File: config.mk
export PLATFORM = sky130hd
export DESIGN_NAME = protect_cmd_host
export DESIGN_NICKNAME = d
export VERILOG_FILES = /design/src/hw/protect_cmd_host.v /design/src/hw/flash_bus_cycle.v
export VERILOG_INCLUDE_DIRS = /design/src /design/src/inc
export SDC_FILE = /design/constraint.sdc
export NUM_CORES = 1
export LEC_CHECK = 0
export BUFFER_PORTS_ARGS = -buffer_cell sky130_fd_sc_hd__buf_2
export CORE_ASPECT_RATIO = 0.9
export CORE_MARGIN = 2
export CORE_UTILIZATION = 55
export DETAILED_ROUTE_END_ITERATION = 16
export GPL_ROUTABILITY_DRIVEN = 0
export PLACE_DENSITY = 0.79
export SYNTH_ARGS = -nofsm -noshare
export SYNTH_HDL_FRONTEND = slang
export SYNTH_SLANG_ARGS = --single-unit
File: constraint.sdc
create_clock -name clk -period 3.6 [get_ports clk]
set_input_delay 0.18 -clock clk [delete_from_list [all_inputs] [get_ports clk]]
set_output_delay 0.18 -clock clk [all_outputs]
set_load 0.1 [all_outputs]
File: src/inc/protect_cmd_regs.vh
// Command codes, addresses and timing counts for the protection sequencer.
`ifndef PROTECT_CMD_REGS_VH
`define PROTECT_CMD_REGS_VH
// ==========================================================================
// Unlock and entry cycles
`define UNLOCK1_ADDR 12'hAAA
`define UNLOCK1_DATA 8'hAA
`define UNLOCK2_ADDR 12'h555
`define UNLOCK2_DATA 8'h55
`define ENTRY_ADDR 12'hAAA
`define MODE_LOCK_REG 8'h40
`define MODE_PASSWORD 8'h60
`define MODE_PERSIST 8'hC0
`define MODE_FREEZE 8'h50
`define MODE_VOLATILE 8'hE0
// ==========================================================================
// In-mode command codes
`define CMD_PROGRAM 8'hA0
`define CMD_EXIT1 8'h90
`define CMD_EXIT2 8'h00
`define CMD_RESET 8'hF0
`define CMD_ERASE1 8'h80
`define CMD_ERASE2 8'h30
`define CMD_UNLOCK1 8'h25
`define CMD_UNLOCK2 8'h03
`define CMD_CONFIRM 8'h29
`define DATA_SET 8'h00
`define DATA_CLEAR 8'h01
`define ADDR_ZERO 12'h000
// ==========================================================================
// Operation codes on the user port
`define OP_ENTER 4'h0
`define OP_EXIT 4'h1
`define OP_RESET 4'h2
`define OP_LOCK_PROG 4'h3
`define OP_LOCK_READ 4'h4
`define OP_PWD_PROG 4'h5
`define OP_PWD_READ 4'h6
`define OP_PWD_UNLOCK 4'h7
`define OP_PERSIST_SET 4'h8
`define OP_PERSIST_ERASE 4'h9
`define OP_STATUS_READ 4'hA
`define OP_FREEZE_SET 4'hB
`define OP_FREEZE_READ 4'hC
`define OP_VOL_SET 4'hD
`define OP_VOL_CLEAR 4'hE
// ==========================================================================
// Bus cycle timing in clock cycles (50 ns each)
`define CYC_SETUP 2'h1
`define CYC_STROBE 2'h2
`define CYC_HOLD 2'h1
`endif

File: src/hw/protect_cmd_host.v
// Host sequencer issuing sector-protection command sequences to the flash.
// Behaviour
// - Mode entry is three writes; third to AAA with mode byte 40/60/C0/50/E0.
// - Entry starts with AA to AAA then 55 to 555.
// - Lock register: program is A0 then value; read once at address 00.
// - Leave mode with 90 then 00 to any address.
// - Single F0 write leaves mode and returns to array read.
// - Password program: A0 then the byte to its address 00-07.
// - Password read: eight reads at full addresses 00 to 07.
// - Unlock: 25, 03, eight bytes at 00-07, then 29, eleven writes.
// - Persistent bit set: A0 then 00 to an address in the sector.
// - Freeze: A0 then 00 sets it; one read returns it on bit zero.
// - Volatile bit: A0 then sector write; 00 sets, 01 clears.
`timescale 1ns/10ps
module protect_cmd_host
#(
    parameter AW = 23
)
(
    input wire clk,
    input wire nrst,
    input wire req,
    input wire [3:0] op,
    input wire [7:0] mode_code,
    input wire [AW-1:0] sector_select_address,
    input wire [7:0] wr_value,
    input wire [63:0] password_byte_value,
    output wire ready,
    output reg done_q,
    output reg [7:0] rd_value_q,
    output reg [63:0] password_rd_q,
    output reg protected_q,
    output wire [AW-1:0] flash_addr,
    output wire [7:0] flash_data_out,
    output wire flash_data_oe_n,
    input wire [7:0] flash_data_in,
    output wire flash_ce_n,
    output wire flash_we_n,
    output wire flash_oe_n
);
`include "protect_cmd_regs.vh"
// ==========================================================================
// Command sequencer
localparam S_IDLE = 3'b001;
localparam S_CYCLE = 3'b010;
localparam S_WAIT = 3'b100;
reg [2:0] st_q;
reg [3:0] op_q;
reg [3:0] idx_q;
reg [3:0] last_q;
reg [7:0] mode_q;
reg [AW-1:0] sa_q;
reg [7:0] val_q;
reg [63:0] pwd_q;
reg cyc_start;
reg cyc_read;
reg [AW-1:0] cyc_addr;
reg [7:0] cyc_data;
wire cyc_done;
wire [7:0] cyc_rdata;
assign ready = st_q[0];
// ==========================================================================
// Per-cycle address and data selection
function [AW-1:0] low_addr;
    input [11:0] a;
    begin
        low_addr = {{(AW-12){1'b0}}, a};
    end
endfunction
always @*
begin
    cyc_read = 1'b0;
    cyc_addr = {AW{1'b0}};
    cyc_data = 8'h00;
    case (op_q)
        `OP_ENTER:
        begin
            case (idx_q)
                4'h0:
                begin
                    cyc_addr = low_addr(`UNLOCK1_ADDR);
                    cyc_data = `UNLOCK1_DATA;
                end
                4'h1:
                begin
                    cyc_addr = low_addr(`UNLOCK2_ADDR);
                    cyc_data = `UNLOCK2_DATA;
                end
                default:
                begin
                    cyc_addr = low_addr(`ENTRY_ADDR);
                    cyc_data = mode_q;
                end
            endcase
        end
        `OP_EXIT:
            cyc_data = (idx_q == 4'h0) ? `CMD_EXIT1 : `CMD_EXIT2;
        `OP_RESET:
            cyc_data = `CMD_RESET;
        `OP_LOCK_READ, `OP_FREEZE_READ:
            cyc_read = 1'b1;
        `OP_PWD_READ:
        begin
            cyc_read = 1'b1;
            cyc_addr = {{(AW-4){1'b0}}, idx_q};
        end
        `OP_PWD_PROG:
        begin
            cyc_addr = {{(AW-4){1'b0}}, 1'b0, sa_q[2:0]};
            cyc_data = (idx_q == 4'h0) ? `CMD_PROGRAM : val_q;
            if (idx_q == 4'h0)
                cyc_addr = {AW{1'b0}};
        end
        `OP_PWD_UNLOCK:
        begin
            if (idx_q == 4'h0)
                cyc_data = `CMD_UNLOCK1;
            else if (idx_q == 4'h1)
                cyc_data = `CMD_UNLOCK2;
            else if (idx_q == 4'hA)
                cyc_data = `CMD_CONFIRM;
            else
            begin
                cyc_addr = {{(AW-3){1'b0}}, idx_q[2:0] - 3'h2};
                cyc_data = pwd_q[8*(idx_q-4'h2) +: 8];
            end
        end
        `OP_PERSIST_ERASE:
        begin
            cyc_data = (idx_q == 4'h0) ? `CMD_ERASE1 : `CMD_ERASE2;
            cyc_addr = low_addr(`ADDR_ZERO);
        end
        `OP_STATUS_READ:
        begin
            cyc_read = 1'b1;
            cyc_addr = sa_q;
        end
        `OP_LOCK_PROG:
            cyc_data = (idx_q == 4'h0) ? `CMD_PROGRAM : val_q;
        `OP_PERSIST_SET, `OP_FREEZE_SET, `OP_VOL_SET:
        begin
            cyc_data = (idx_q == 4'h0) ? `CMD_PROGRAM : `DATA_SET;
            cyc_addr = sa_q;
        end
        `OP_VOL_CLEAR:
        begin
            cyc_data = (idx_q == 4'h0) ? `CMD_PROGRAM : `DATA_CLEAR;
            cyc_addr = sa_q;
        end
        default:
            cyc_data = `CMD_RESET;
    endcase
end
// ==========================================================================
// Index of the last cycle for each operation (cycle count minus one)
reg [3:0] last_d;
always @*
begin
    case (op)
        `OP_ENTER: last_d = 4'h2;
        `OP_EXIT: last_d = 4'h1;
        `OP_RESET: last_d = 4'h0;
        `OP_LOCK_PROG: last_d = 4'h1;
        `OP_LOCK_READ: last_d = 4'h0;
        `OP_PWD_PROG: last_d = 4'h1;
        `OP_PWD_READ: last_d = 4'h7;
        `OP_PWD_UNLOCK: last_d = 4'hA;
        `OP_PERSIST_SET: last_d = 4'h1;
        `OP_PERSIST_ERASE: last_d = 4'h1;
        `OP_STATUS_READ: last_d = 4'h0;
        `OP_FREEZE_SET: last_d = 4'h1;
        `OP_FREEZE_READ: last_d = 4'h0;
        `OP_VOL_SET: last_d = 4'h1;
        `OP_VOL_CLEAR: last_d = 4'h1;
        default: last_d = 4'h0;
    endcase
end
// ==========================================================================
// Sequencer state
always @(posedge clk or negedge nrst)
begin
    if (!nrst)
    begin
        st_q <= S_IDLE;
        op_q <= `OP_RESET;
        idx_q <= 4'h0;
        last_q <= 4'h0;
        mode_q <= 8'h00;
        sa_q <= {AW{1'b0}};
        val_q <= 8'h00;
        pwd_q <= 64'h0;
        done_q <= 1'b0;
        cyc_start <= 1'b0;
    end
    else
    begin
        done_q <= 1'b0;
        cyc_start <= 1'b0;
        case (st_q)
            S_IDLE:
            begin
                if (req)
                begin
                    op_q <= op;
                    mode_q <= mode_code;
                    sa_q <= sector_select_address;
                    val_q <= wr_value;
                    pwd_q <= password_byte_value;
                    last_q <= last_d;
                    idx_q <= 4'h0;
                    cyc_start <= 1'b1;
                    st_q <= S_CYCLE;
                end
            end
            S_CYCLE:
                st_q <= S_WAIT;
            S_WAIT:
            begin
                if (cyc_done)
                begin
                    if (idx_q == last_q)
                    begin
                        done_q <= 1'b1;
                        st_q <= S_IDLE;
                    end
                    else
                    begin
                        idx_q <= idx_q + 4'h1;
                        cyc_start <= 1'b1;
                        st_q <= S_CYCLE;
                    end
                end
            end
            default:
                st_q <= S_IDLE;
        endcase
    end
end
// ==========================================================================
// Read result capture
localparam N_PWD = 8;
wire rd_take;
wire pwd_read_op;
wire [7:0] lane_sel;
wire [63:0] password_rd_d;
assign rd_take = st_q[2] && cyc_done && cyc_read;
assign pwd_read_op = (op_q == `OP_PWD_READ);
assign lane_sel = 8'h01 << idx_q[2:0];
always @(posedge clk or negedge nrst)
begin
    if (!nrst)
    begin
        rd_value_q <= 8'h00;
        password_rd_q <= 64'h0;
        protected_q <= 1'b0;
    end
    else if (rd_take)
    begin
        rd_value_q <= cyc_rdata;
        password_rd_q <= password_rd_d;
        protected_q <= !cyc_rdata[0];
    end
end
// ==========================================================================
// Password read lanes, one per byte
genvar g;
generate
    for (g = 0; g < N_PWD; g = g + 1)
    begin : g_pwd_lane
        assign password_rd_d[8*g +: 8] = (pwd_read_op && lane_sel[g]) ?
            cyc_rdata : password_rd_q[8*g +: 8];
    end
endgenerate
// ==========================================================================
// Bus cycle engine
flash_bus_cycle #(.AW(AW)) u_cycle
(
    .clk(clk),
    .nrst(nrst),
    .start(cyc_start),
    .is_read(cyc_read),
    .addr(cyc_addr),
    .wdata(cyc_data),
    .done(cyc_done),
    .rdata_q(cyc_rdata),
    .fa_q(flash_addr),
    .fd_out_q(flash_data_out),
    .fd_oe_n_q(flash_data_oe_n),
    .fce_n_q(flash_ce_n),
    .fwe_n_q(flash_we_n),
    .foe_n_q(flash_oe_n),
    .fd_in(flash_data_in)
);
endmodule // protect_cmd_host

File: src/hw/flash_bus_cycle.v
// One write or read cycle on the parallel flash bus.
`timescale 1ns/10ps
module flash_bus_cycle
#(
    parameter AW = 23
)
(
    input wire clk,
    input wire nrst,
    input wire start,
    input wire is_read,
    input wire [AW-1:0] addr,
    input wire [7:0] wdata,
    output wire done,
    output reg [7:0] rdata_q,
    output reg [AW-1:0] fa_q,
    output reg [7:0] fd_out_q,
    output reg fd_oe_n_q,
    output reg fce_n_q,
    output reg fwe_n_q,
    output reg foe_n_q,
    input wire [7:0] fd_in
);
`include "protect_cmd_regs.vh"
// ==========================================================================
// Phase sequencer
localparam S_IDLE = 4'b0001;
localparam S_SETUP = 4'b0010;
localparam S_STROBE = 4'b0100;
localparam S_HOLD = 4'b1000;
reg [3:0] st_q;
reg [1:0] cnt_q;
reg rd_q;
assign done = st_q[3] && (cnt_q == 2'h0);
always @(posedge clk or negedge nrst)
begin
    if (!nrst)
    begin
        st_q <= S_IDLE;
        cnt_q <= 2'h0;
        rd_q <= 1'b0;
        rdata_q <= 8'h00;
        fa_q <= {AW{1'b0}};
        fd_out_q <= 8'h00;
        fd_oe_n_q <= 1'b1;
        fce_n_q <= 1'b1;
        fwe_n_q <= 1'b1;
        foe_n_q <= 1'b1;
    end
    else
    begin
        case (st_q)
            S_IDLE:
            begin
                if (start)
                begin
                    fa_q <= addr;
                    fd_out_q <= wdata;
                    rd_q <= is_read;
                    fd_oe_n_q <= is_read;
                    fce_n_q <= 1'b0;
                    cnt_q <= `CYC_SETUP;
                    st_q <= S_SETUP;
                end
            end
            S_SETUP:
            begin
                if (cnt_q == 2'h1)
                begin
                    fwe_n_q <= rd_q;
                    foe_n_q <= !rd_q;
                    cnt_q <= `CYC_STROBE;
                    st_q <= S_STROBE;
                end
                else
                    cnt_q <= cnt_q - 2'h1;
            end
            S_STROBE:
            begin
                if (cnt_q == 2'h1)
                begin
                    if (rd_q)
                        rdata_q <= fd_in;
                    fwe_n_q <= 1'b1;
                    foe_n_q <= 1'b1;
                    cnt_q <= `CYC_HOLD;
                    st_q <= S_HOLD;
                end
                else
                    cnt_q <= cnt_q - 2'h1;
            end
            S_HOLD:
            begin
                if (cnt_q == 2'h0)
                begin
                    fce_n_q <= 1'b1;
                    fd_oe_n_q <= 1'b1;
                    st_q <= S_IDLE;
                end
                else
                    cnt_q <= cnt_q - 2'h1;
            end
            default:
                st_q <= S_IDLE;
        endcase
    end
end
endmodule // flash_bus_cycle

==> results of run 1 <==
[power groups by stage]
stage / logic (uW) / registers (uW) / clock network, uW
global placement: 137 / 2780 / 0
floorplan: 6.09 / 2780 / 0
CTS: 234 / 2730 / 2570
finish: 239 / 2730 / 2540
detailed placement: 137 / 2780 / 0
global route: 262 / 2730 / 2690
[routing by layer]
| layer | part of all wire [%] | vias up |
|---|---|---|
| met5 | 0 | - |
| met4 | 4.3 | 0 |
| met3 | 6.4 | 106 |
| met2 | 48 | 394 |
| met1 | 41 | 4425 |
| li1 | - | 4186 |
[what timing repair did]
| item | 4_1_cts | 5_1_grt |
|---|---|---|
| setup buffers | 0 | 0 |
| hold endpoints to repair | 237 | 0 |
| hold buffers | 116 | 0 |
[metrics by stage]
| step | hold WS [ns] | cells |
|---|---|---|
| after floorplan | -0.1156 | 1060 |
| after global placement | 0.3442 | 1481 |
| after detailed placement | 0.3430 | 1481 |
| after CTS | 0.3400 | 1643 |
| after global routing | 0.3940 | 1643 |
| final | 0.2959 | 1643 |
[sequential cells by signal, indices dropped and copies added, names as in the netlist, 3 cells and up]
signal,count
rd_value_q,8
last_q,4
u_cycle.fd_out_q,8
idx_q,4
u_cycle.rdata_q,8
password_rd_q,64
u_cycle.fa_q,23
sa_q,23
op_q,4
pwd_q,64
st_q,3
mode_q,8
u_cycle.st_q,4
val_q,8
[layout make-up]
class | count | area share, %
Clock buffer | 37 | 4.948
Tap cell | 250 | 2.209
Clock inverter | 9 | 0.7157
Multi-Input combinational cell | 736 | 31.72
Timing Repair Buffer | 353 | 17.00
Sequential cell | 243 | 43.01
Inverter | 15 | 0.3976
[synthesized netlist by cell type (6+ instances only)]
cell	number	area (um2)
a21oi_1	27	135.1
and3_1	7	43.79
buf_1	8	30.03
buf_2	19	95.09
clkbuf_1	33	123.9
dfrtp_1	236	5906
dfstp_2	7	183.9
ha_1	15	187.7
inv_1	15	56.30
mux2_1	24	270.3
mux2_2	42	473.0
mux2_4	16	240.2
mux2i_1	6	60.06
mux4_2	14	315.3
nand2_1	394	1479
nand3_1	22	110.1
nor2_1	25	93.84
nor3_1	9	45.04
o21ai_0	32	160.2
xnor2_1	6	52.55
[cells by family after synthesis]
| kind of cell | Yosys count | synth area share, % |
|---|---|---|
| DFF | 243 | 55.74 |
| xor gates and xnor gates | 8 | 0.6414 |
| muxes | 102 | 12.44 |
| and+or+nand+nor | 493 | 18.92 |
| buffers and inverters | 81 | 3.276 |
| AOI/OAI and AO/OA | 118 | 7.262 |
| adders and majority gates | 15 | 1.718 |
[final timing paths]
check                                      end  slack, ns  cells past startpoint
max in group asynchronous      u_cycle.foe_n_q       2.43                      3
hold / removal                       pwd_q[27]       0.30                      2
setup / recovery           u_cycle.fd_out_q[5]       0.72                      7
min in group clk                       st_q[1]       0.37                      4
hold reg to reg                u_cycle.fce_n_q       0.46                      2
setup reg to reg           u_cycle.fd_out_q[5]       0.72                      7
==> reports/qor.txt, run 1 <==
via/cell ratio - 5.545
final-report hold violation count - 0
max-slew violation count - 0
RR Startpoint - idx_q[2]
Slew @ Worst Pin - 0.9703 ns
Logic pwr share - 4.3%
syn_nets - 1193
most frequent cell on the critical path - inv_1
Diodes inserted - 0
Sw Ratio - 20.94%
largest net degree at the start of global routing - 124
Clk pin slew, worst setup/hold paths - 0.07 ns
PortBufs - 227
drt first pass iters - 5
Vias - 9111
Die X - 152.6 um
outcome - finished, final reports clean
initial antenna violation count - 0
post-place setup slack - 0.8008 ns
Post-Route Utilization - 73.22%
clock power share - 46.1%
cells along the critical path - inv_1 > ha_1 > inv_1 > a2111oi_0 > a311oi_1 > and3_1 > o32a_1
RSZ-0062 raised after global routing - no
total power - 5514 uW
Yosys reg bits - 243
Synth Cell Area - 10920 um2
GRT met3 Usage - 5.096%
full die area - 21010 um2
f_max - 347.4 MHz
pwr dens - 389.4 nW/um2
most used routing layer - met2
grt met1 use - 37.37%
Final Skew - 0.01390 ns
placed instance area - 12200 um2
Root Driver - clkbuf_16
Net Switching - 1155 uW
period utilization - 79.96%
ys flop type - dfrtp_1
Fillers - 1348
Rel. slew slack - 35.31%
Internal Pwr Total - 4360 uW
Detailed Route WL - 29870 um
layout cell share with drive strength beyond 1 - 26.27%
remaining antenna violation count after routing - 0
Setup CP Type - flop to flop
sequential share of power - 49.5%
gr usage total - 28.42%
CTS tree - built
Post-CTS Resized - 0
YS warnings - 0
first-pass GRT wire length - 47500 um
final setup vio count - 0
Data required, critical path - 4.01 ns
DR WL/cell - 18.18 um
async set-reset flop share out of synthesis - 100.0%
maxcap violations - 0
H-tree lvl count - 1
crit-path max FO - 15
CP Launch Type - flop
Worst Path Arrival - 3.29 ns
fin nets - 1507
num ports - 228
peak per-stage delay on the critical path - 0.66 ns
Netlist cell types - 73
CP bufs+invs - 2
CTS Buf Count - 25
Critical Path Slowest Stage Cell - dfrtp_1
clock sinks - 243
drt first-iter violations - 694
Pleak - 0.007677 uW
Multi-input gate area - 4492 um2
Rows - 48
clock buffer depth - 3
initial core utilization - 56.49%
register area - 6090 um2
Setup TNS - 0 ns
Core Area - 19340 um2
Layout area overhead - 29.62%
fin worst setup slack - 0.7213 ns
Final Critical Period - 2.879 ns
vias in the first global route - 9253
CP endpoint kind - flop
fin area - 14160 um2
Die Span Y - 137.7 um
worst skew pair latency - 0.53 ns
most common cell after layout, fill and taps aside - nand2_1
post-DP HPWL - 18530 um
Overflow after GRT - 0
Peak supply drop - 0.2790 mV
Crit. Startpoint - idx_q[2]
cell family with most CP delay - compound AO/OA/AOI/OAI gates
Syn Area/Cell - 10.31 um2
commonest cells after routing, fill and taps aside - nand2_1 (394), dfrtp_1 (236), buf_2 (226)
met2 Use GR - 47.47%
sequential area share after synthesis - 55.74%
Hold Path Class - input pin to async pin
Cells after Synth - 1060
Residual DRC - 0
EDFF count, synth - 0
(Power assumes the default switching activity.)
==> inputs of run 2 (changes only) <==
--- a/config.mk
+++ b/config.mk
@@ -9,10 +9,10 @@
 export BUFFER_PORTS_ARGS = -buffer_cell sky130_fd_sc_hd__buf_2
 export CORE_ASPECT_RATIO = 0.9
 export CORE_MARGIN = 2
-export CORE_UTILIZATION = 55
+export CORE_UTILIZATION = 50
 export DETAILED_ROUTE_END_ITERATION = 16
 export GPL_ROUTABILITY_DRIVEN = 0
-export PLACE_DENSITY = 0.79
+export PLACE_DENSITY = 0.76
 export SYNTH_ARGS = -nofsm -noshare
 export SYNTH_HDL_FRONTEND = slang
 export SYNTH_SLANG_ARGS = --single-unit
==> constraint.sdc (replaced) <==
create_clock -name clk -period 2.6 [get_ports clk]
set_input_delay 0.13 -clock clk [delete_from_list [all_inputs] [get_ports clk]]
set_output_delay 0.13 -clock clk [all_outputs]
set_load 0.1 [all_outputs]
==> run 2 against run 1 <==
Compared with the run above: register-to-register slack worse by 0.38 ns; highest routed layer unchanged; worst hold slack got worse by 0.10 ns; design area is 1.9% higher; clock-buffer cell count rose by 4; clock skew down 0.0034 ns; sequential share of layout area fell by 0.82 points; combinational power up 41%.
==> reports/qor.txt, run 2 (synthesis gave the netlist of run 1 again) <==
outcome - finished, final reports clean
placed instance area - 12390 um2
sequential share of power - 48.1%
initial antenna violation count - 0
PortBufs - 227
Hold Path Class - input pin to async pin
fin area - 14430 um2
Die Span Y - 144.2 um
post-DP HPWL - 19390 um
Core Area - 21570 um2
Vias - 9315
fin nets - 1522
Logic pwr share - 4.3%
CP Launch Type - flop
vias in the first global route - 9280
worst skew pair latency - 0.52 ns
via/cell ratio - 5.476
max-slew violation count - 0
Rows - 51
initial core utilization - 50.65%
clock power share - 47.6%
full die area - 23050 um2
layout cell share with drive strength beyond 1 - 27.18%
Pleak - 0.007800 uW
drt first-iter violations - 897
crit-path max FO - 14
Slew @ Worst Pin - 0.9211 ns
Peak supply drop - 0.3947 mV
period utilization - 87.06%
Post-Route Utilization - 66.92%
num ports - 228
Die X - 159.8 um
Final Skew - 0.01045 ns
final-report hold violation count - 0
CP endpoint kind - flop
most common cell after layout, fill and taps aside - nand2_1
first-pass GRT wire length - 49490 um
Data required, critical path - 3.00 ns
Setup TNS - 0 ns
H-tree lvl count - 1
CTS tree - built
Residual DRC - 0
drt first pass iters - 6
Root Driver - clkbuf_16
CTS Buf Count - 26
Internal Pwr Total - 6249 uW
Final Critical Period - 2.264 ns
Rel. slew slack - 38.32%
Net Switching - 1621 uW
RSZ-0062 raised after global routing - no
largest net degree at the start of global routing - 111
final setup vio count - 0
Overflow after GRT - 0
Clk pin slew, worst setup/hold paths - 0.06 ns
Setup CP Type - flop to flop
Sw Ratio - 20.59%
hold slack - 0.1922 ns
Worst Path Arrival - 2.66 ns
DR WL/cell - 18.38 um
pwr dens - 545.2 nW/um2
Post-CTS Setup Bufs - 0
remaining antenna violation count after routing - 0
clock sinks - 243
f_max - 441.8 MHz
Layout area overhead - 32.13%
Regs by FF count - password_rd_q: 64 flops, pwd_q: 64 flops
gr usage total - 26.96%
commonest cells after routing, fill and taps aside - nand2_1 (394), dfrtp_1 (236), buf_2 (226)
clock buffer depth - 3
Detailed Route WL - 31260 um
maxcap violations - 0
run 2: changes by cell type in the layout (fill, tap and decap cells not counted), sizes merged:
cell	change
inv	-1
clkinv	-1
diode	+1
clkbuf	+4
buf	+14
run 2: critical path: stages, from the launching register on:
cell,delay [ns]
dfrtp_1,0.62
and4bb_2,0.37
o2111a_2,0.30
and3_1,0.45
mux2_1,0.38
run 2: power by group through the flow:
stage | combinational, uW | sequential [uW] | clock (uW)
global placement | 192 | 3850 | 0
detailed placement | 194 | 3850 | 0
global route | 369 | 3780 | 3980
finish | 338 | 3780 | 3750
floorplan | 8.42 | 3850 | 0
CTS | 331 | 3780 | 3810
run 2: cell type report:
type                    count  area [um2]
diodes                      1       2.502
multi-input cells         736        4492
well taps                 291       364.1
inverters                  15       56.30
repair buffers            367        2550
flip-flops and latches    243        6090
fillers                  1587        7134
clock buffers              41       788.3
clock inverters             7       91.34
run 2: worst paths after layout:
path / from / endpoint / slack [ns] / cells past startpoint
max reg2reg: op_q[2] / password_rd_q[41] / 0.34 / 4
min reg2reg: u_cycle.fce_n_q / u_cycle.fce_n_q / 0.46 / 2
min: nrst / password_rd_q[0] / 0.19 / 2
max in group asynchronous: nrst / val_q[5] / 1.55 / 3
min in group clk: req / pwd_q[24] / 0.33 / 5
max: op_q[2] / password_rd_q[41] / 0.34 / 4
run 2: through the flow:
| stage | total power (uW) | worst slack (ns) | cells |
|---|---|---|---|
| floorplan | 3861 | 0.1002 | 1060 |
| global placement | 4043 | 0.4805 | 1536 |
| detailed placement | 4045 | 0.3994 | 1536 |
| CTS | 7919 | 0.3831 | 1700 |
| global route | 8128 | 0.2527 | 1700 |
| finish | 7870 | 0.3364 | 1701 |
run 2: timing repair:
action	in CTS	in global routing
setup endpoints to repair	0	0
hold endpoints to repair	199	0
hold buffers	116	0
resized for setup	0	0
run 2: layer usage:
metal  global-route usage (%)  vias to the layer above  wire, um
met3                    4.847                       74      2038
met1                    36.03                     4587     13120
met4                    8.677                        0       929
met5                        0                        -         0
met2                    45.32                      430     15180
li1                         -                     4224         -
